==> src/inc/tdc_pkg.sv <==
// Purpose: constants for the thermal dac code generator
// Assumes: byte-wide register port, 8-bit dac codes
// Notes:   offsets are register addresses on the serial register port
`default_nettype none
package tdc_pkg;
	// ======================================================
	// register map
	localparam logic [7:0] TDC_ADDR_CTRL3     = 8'h1A;
	localparam logic [7:0] TDC_ADDR_DAC_CFG   = 8'h1B;
	localparam logic [7:0] TDC_ADDR_LOAD_CFG  = 8'h1C;
	localparam logic [7:0] TDC_ADDR_INT_OFS   = 8'h21;
	localparam logic [7:0] TDC_ADDR_EXT_OFS   = 8'h22;
	// ======================================================
	// field positions
	localparam int TDC_CTRL3_INT_EN  = 5;
	localparam int TDC_CTRL3_EXT_EN  = 6;
	localparam int TDC_LOAD_REF_SEL  = 4;
	localparam int TDC_DAC_A_DOUBLE  = 0;
	localparam int TDC_DAC_B_DOUBLE  = 1;
	// ======================================================
	// reset values, code limits and fraction width
	localparam logic [7:0] TDC_RST_CTRL3    = 8'h00;
	localparam logic [7:0] TDC_RST_DAC_CFG  = 8'h00;
	localparam logic [7:0] TDC_RST_LOAD_CFG = 8'h00;
	localparam logic [7:0] TDC_RST_OFS      = 8'hD8;
	localparam logic [7:0] TDC_CODE_MAX     = 8'hFF;
	localparam logic [7:0] TDC_CODE_ZERO    = 8'h00;
	localparam int TDC_FRAC_BITS = 2;
endpackage : tdc_pkg
`default_nettype wire
==> src/hdl/tdc_thermal_dac_code_generator.sv <==
// Purpose: registers and thermal code path behind a quad 8-bit dac
// Assumes: register port and sensor results synchronous to clk_sys
// Notes:   temperatures arrive as 10-bit two's complement, quarter degrees
`timescale 1ns/10ps
`default_nettype none

module tdc_thermal_dac_code_generator
	import tdc_pkg::*;
#(
	parameter int TEMP_W = 10
) (
	input  wire logic              clk_sys,
	input  wire logic              rst_n,
	input  wire logic              reg_wr,
	input  wire logic [7:0]        reg_addr,
	input  wire logic [7:0]        reg_wdata,
	output var  logic [7:0]        reg_rdata,
	input  wire logic              int_temp_done,
	input  wire logic [TEMP_W-1:0] int_temp,
	input  wire logic              ext_temp_done,
	input  wire logic [TEMP_W-1:0] ext_temp,
	output var  logic              ref_internal,
	output var  logic [3:0]        gain_two,
	output var  logic              dac_a_thermal,
	output var  logic              dac_b_thermal,
	output var  logic [7:0]        dac_a_code,
	output var  logic [7:0]        dac_b_code,
	output var  logic              dac_a_update,
	output var  logic              dac_b_update
);
	// ======================================================
	// elaboration checks
	if (TEMP_W != 8 + TDC_FRAC_BITS) begin : g_chk
		$error("TEMP_W must be 8 integer bits plus fraction bits");
	end

	typedef struct packed {
		logic [7:0] ctrl3;
		logic [7:0] dac_cfg;
		logic [7:0] load_cfg;
		logic [7:0] int_ofs;
		logic [7:0] ext_ofs;
		logic [7:0] rdata;
		logic [7:0] code_a;
		logic [7:0] code_b;
		logic       upd_a;
		logic       upd_b;
	} tdc_state_s;

	tdc_state_s st_reg;
	tdc_state_s st_next;

	// signed difference with clamp; 9-bit range needs 10-bit math
	function automatic logic [7:0] thermal_code(
		input logic [TEMP_W-1:0] temp,
		input logic [7:0]        ofs
	);
		logic signed [9:0] diff;
		diff = {{2{temp[TEMP_W-1]}}, temp[TEMP_W-1:TDC_FRAC_BITS]}
			- {{2{ofs[7]}}, ofs};
		if (diff < 10'sd0)
			thermal_code = TDC_CODE_ZERO;
		else if (diff > 10'sd255)
			thermal_code = TDC_CODE_MAX;
		else
			thermal_code = diff[7:0];
		return thermal_code;
	endfunction

	// independent model for the checks: whole-int math, no 10-bit wrap
	function automatic logic [7:0] thermal_ref(
		input logic [TEMP_W-1:0] temp,
		input logic [7:0]        ofs
	);
		int d;
		d = int'($signed(temp[TEMP_W-1:TDC_FRAC_BITS])) - int'($signed(ofs));
		if (d < 0)
			d = 0;
		if (d > 255)
			d = 255;
		return d[7:0];
	endfunction

	// ======================================================
	// register write, readback and thermal refresh
	always_comb begin
		st_next = st_reg;
		st_next.upd_a = 1'b0;
		st_next.upd_b = 1'b0;
		if (reg_wr) begin
			case (reg_addr)
				TDC_ADDR_CTRL3:    st_next.ctrl3 = reg_wdata;
				TDC_ADDR_DAC_CFG:  st_next.dac_cfg = reg_wdata;
				TDC_ADDR_LOAD_CFG: st_next.load_cfg = reg_wdata;
				TDC_ADDR_INT_OFS:  st_next.int_ofs = reg_wdata;
				TDC_ADDR_EXT_OFS:  st_next.ext_ofs = reg_wdata;
				default: ;
			endcase
		end
		// readback is registered so reg_rdata is a flop
		case (reg_addr)
			TDC_ADDR_CTRL3:    st_next.rdata = st_reg.ctrl3;
			TDC_ADDR_DAC_CFG:  st_next.rdata = st_reg.dac_cfg;
			TDC_ADDR_LOAD_CFG: st_next.rdata = st_reg.load_cfg;
			TDC_ADDR_INT_OFS:  st_next.rdata = st_reg.int_ofs;
			TDC_ADDR_EXT_OFS:  st_next.rdata = st_reg.ext_ofs;
			default:           st_next.rdata = 8'h00;
		endcase
		// offset used is the one stored now, not a same-cycle write
		if (st_reg.ctrl3[TDC_CTRL3_INT_EN] && int_temp_done) begin
			st_next.code_a = thermal_code(int_temp, st_reg.int_ofs);
			st_next.upd_a  = 1'b1;
		end
		if (st_reg.ctrl3[TDC_CTRL3_EXT_EN] && ext_temp_done) begin
			st_next.code_b = thermal_code(ext_temp, st_reg.ext_ofs);
			st_next.upd_b  = 1'b1;
		end
	end

	// ======================================================
	// state register
	always_ff @(posedge clk_sys) begin
		if (!rst_n) begin
			st_reg.ctrl3    <= TDC_RST_CTRL3;
			st_reg.dac_cfg  <= TDC_RST_DAC_CFG;
			st_reg.load_cfg <= TDC_RST_LOAD_CFG;
			st_reg.int_ofs  <= TDC_RST_OFS;
			st_reg.ext_ofs  <= TDC_RST_OFS;
			st_reg.rdata    <= 8'h00;
			st_reg.code_a   <= TDC_CODE_ZERO;
			st_reg.code_b   <= TDC_CODE_ZERO;
			st_reg.upd_a    <= 1'b0;
			st_reg.upd_b    <= 1'b0;
		end else begin
			st_reg <= st_next;
		end
	end

	// ======================================================
	// outputs, all straight from flops
	assign reg_rdata     = st_reg.rdata;
	assign ref_internal  = st_reg.load_cfg[TDC_LOAD_REF_SEL];
	assign gain_two      = st_reg.dac_cfg[3:0];
	assign dac_a_thermal = st_reg.ctrl3[TDC_CTRL3_INT_EN];
	assign dac_b_thermal = st_reg.ctrl3[TDC_CTRL3_EXT_EN];
	assign dac_a_code    = st_reg.code_a;
	assign dac_b_code    = st_reg.code_b;
	assign dac_a_update  = st_reg.upd_a;
	assign dac_b_update  = st_reg.upd_b;
endmodule : tdc_thermal_dac_code_generator
`default_nettype wire

==> config.mk <==
export PLATFORM = sky130hd
export DESIGN_NAME = tdc_thermal_dac_code_generator
export DESIGN_NICKNAME = d
export VERILOG_FILES = /design/src/inc/tdc_pkg.sv /design/src/hdl/tdc_thermal_dac_code_generator.sv
export SDC_FILE = /design/constraint.sdc
export NUM_CORES = 1
export LEC_CHECK = 0
export BUFFER_PORTS_ARGS = -buffer_cell sky130_fd_sc_hd__buf_2
export CORE_MARGIN = 4
export CORE_UTILIZATION = 47
export CTS_CLUSTER_SIZE = 30
export DETAILED_ROUTE_END_ITERATION = 16
export HOLD_SLACK_MARGIN = 0.06
export PLACE_DENSITY = 0.74
export SYNTH_ARGS = -nofsm -noshare
export SYNTH_HDL_FRONTEND = slang
export SYNTH_SLANG_ARGS = --single-unit
==> constraint.sdc <==
create_clock -name clk_sys -period 2.48 [get_ports clk_sys]
set_clock_uncertainty 0.05 [all_clocks]
set_input_delay 0.496 -clock clk_sys [delete_from_list [all_inputs] [get_ports clk_sys]]
set_output_delay 0.496 -clock clk_sys [all_outputs]
set_load 0.02 [all_outputs]
==> results.py <==
metrics = {
    "timing": {
        "setup_viol": 0,
        "fin_crit_ns": 2.313,
        "rsz0062_at_grt": "no",
        "hold_viol_final": 0,
        "finalSetupTns_ns": 0,
        "drv_slew": 0,
        "whs_ns": 0.3564,
        "post-route-period-util_pct": 93.28,
        "max_freq_mhz": 432.3,
        "slew_headroom_pct": 39.05,
        "tightestPinTransition_ns": 0.9065,
    },
    "cells_and_area": {
        "diodes": 0,
        "mostFrequentLayoutCells": "buf_2, dfxtp_1, nand2_1",
        "synthToLayoutAreaGrowth_pct": 15.07,
        "design_area_um2": 4069,
        "finalNetCount": 513,
        "largest_reg_flops": 33,
        "drive_above_1_share_pct": 26.58,
        "final_common_cell": "buf_2",
    },
    "pwr": {
        "p_per_area_nw_per_um2": 497.1,
        "ir_drop_uv": 251.8,
        "leakage_nw": 1.912,
    },
    "synth": {
        "yosys.area.top_type": "dfxtp_1",
        "synth.cell_area_um2": 3536,
        "yosys_warnings": 0,
        "synth_fp_nets": 454,
        "ys_seq_area_share_pct": 37.37,
        "synth_edf_count": 0,
        "synth_ff_type": "dfxtp_1",
        "netlist_instances": 395,
        "synth_seq_cells": 66,
        "synth_area_leaders": "dfxtp_1, mux2i_1, nor2b_1, buf_4, ha_1",
        "avgSynthCellArea_um2": 8.952,
        "synth_top_area_share_pct": 37.37,
        "ys_types": 48,
        "async_reset_ff_share_pct": 0,
    },
    "floorplan": {
        "die_y_um": 94.74,
        "coreArea_um2": 7292,
        "dieArea_um2": 8975,
        "start_util_pct": 48.49,
        "pin_count": 74,
        "rows": 31,
        "die_x_um": 94.74,
    },
    "critical_path": {
        "worstSetupEndpointType": "flop",
        "worstReg2RegEnd": "dac_a_code[2]",
        "critPathRequiredTime_ns": 2.71,
        "path_class": "flop to flop",
        "critPathLaunchType": "flop",
        "arrival_ns": 2.54,
        "crit_fanout": 8,
        "critical-path-slowest-cell": "fa_1",
        "critPathTopFamily": "compound AO/OA/AOI/OAI gates",
        "worstReg2RegStart": "st_reg[34]",
        "crit_cells": 9,
        "cpPeakStageDelay_ns": 0.38,
        "reg2regPathDepth": 9,
        "crit_chain": "ha_1 > fa_1 > nand2b_1 > a21oi_1 > o22ai_1 > a211oi_2 > buf_4 > a32oi_1 > nor2b_1",
        "path_buf_inv": 1,
        "rrSetupSlack_ns": 0.17,
        "crit_start": "st_reg[34]",
        "endpoint": "dac_a_code[2]",
    },
    "clocking": {
        "htree_levels": 3,
        "clockRootBuffer": "clkbuf_8",
        "cts.path.max_buffers": 2,
        "clkTransAtPathRegs_ns": 0.08,
        "cts_buffers": 9,
        "clkLatencyLatePin_ns": 0.34,
        "ctsHoldBuffers": 0,
        "cts_sinks": 66,
        "cts_tree": "done",
    },
    "place": {
        "gp_congestion": 0.8479,
        "dp_hpwl_um": 6180,
        "placed_area_um2": 3895,
        "io_buffers": 69,
    },
    "route": {
        "vias": 2961,
        "wl_um": 8059,
        "antenna_left": 0,
        "drt-pass1-iter-count": 5,
        "wl_per_cell_um": 14.44,
        "drt-initial-drc-count": 149,
        "via_per_inst": 5.306,
        "drc": 0,
    },
    "grt": {
        "grt_pass1_wl_um": 13130,
        "grt_pass1_vias": 2840,
        "grt_max_degree": 34,
        "overflow": 0,
        "grt_usage_pct": 18.62,
        "antenna_found_initial": 0,
    },
    "status": {
        "status": "finished, final reports clean",
    },
    "hold_path": {
        "hp-class": "input pin to flop",
    },
    "flow_run": {
        "maxCapViolations": 0,
    },
}
[synthesized netlist by cell type (2+ instances only)]
cell type  instances
a32oi_1            2
a2111oi_0          2
buf_4             28
xnor2_1            5
a21oi_1           16
inv_1             22
a222oi_1           8
buf_2              2
nor2_1            10
mux2i_1           24
nand2_1           42
o31ai_1            2
nand3_1           26
mux2_2             8
nand2b_1           9
and3_1             3
a21boi_0          14
clkbuf_1          10
a22oi_1            8
nor3_1             2
nor2b_1           34
o21a_1             4
dfxtp_1           66
o22ai_1            2
o21ai_0            6
ha_1              16
or3_1              2
fa_1               2
[timing repair]
| action | in CTS | in global routing |
|---|---|---|
| hold endpoints to repair | 0 | 0 |
| buffers inserted | 0 | 0 |
| resized for setup | 0 | 1 |
| setup endpoints to repair | 0 | 1 |
[final cells by class]
| class | count | area [µm²] |
|---|---|---|
| well taps | 99 | 123.9 |
| fillers | 713 | 3223 |
| multi-input cells | 265 | 1868 |
| repair buffers | 90 | 503.0 |
| inverters | 22 | 82.58 |
| clock buffers | 10 | 127.6 |
| clock inverters | 6 | 42.54 |
| flip-flops and latches | 66 | 1321 |
[report_power, final]
part | switching (W) | leakage [nW] | total [W] | internal, W
combinational | 0.0000916 | 1.30 | 0.000171 | 0.0000797
clock | 0.000427 | 0.0827 | 0.000791 | 0.000364
sequential | 0.000000740 | 0.532 | 0.00106 | 0.00106
[cells by family after synthesis]
group | count (synthesis) | share of synthesized area [%]
AND/OR/NAND/NOR | 140 | 21.05
AO/OA/AOI/OAI | 70 | 14.15
flip-flops | 66 | 37.37
buffers and inverters | 64 | 10.05
multiplexers | 32 | 9.342
adder cells (fa/ha/maj) | 18 | 6.794
XOR/XNOR | 5 | 1.238
[stage by stage]
stage	setup WS, ns	instances	util, %	total power (W)
floorplan	0.07083	395	-	0.001184
global placement	-0.004955	542	53.41	0.001250
detailed placement	-0.04461	542	53.41	0.001254
CTS	0.2081	558	55.75	0.002047
global route	0.01572	558	55.80	0.002117
finish	0.1666	558	55.80	0.002023
[layer usage]
layer	global-route usage (%)	up-vias	wire length (µm)	part of all wire, %
met5	0	-	0	0
met2	31.42	82	3949	49
li1	-	1475	-	-
met3	3.347	10	379	4.7
met4	8.293	0	133	1.7
met1	23.10	1394	3597	45
[how the worst min path moves through the flow]
stage                     slack, ns           end  depth (start not counted)     startpoint
after CTS                      0.34  dac_b_update                          2  ext_temp_done
after global placement         0.40    st_reg[65]                          2     st_reg[65]
after floorplan                0.39  reg_rdata[0]                          2     st_reg[42]
final                          0.36  dac_a_update                          2  int_temp_done
after global routing           0.37  dac_a_update                          2  int_temp_done
after detailed placement       0.40  reg_rdata[2]                          2     st_reg[44]
Note: power is estimated with default switching activity, not from simulation.
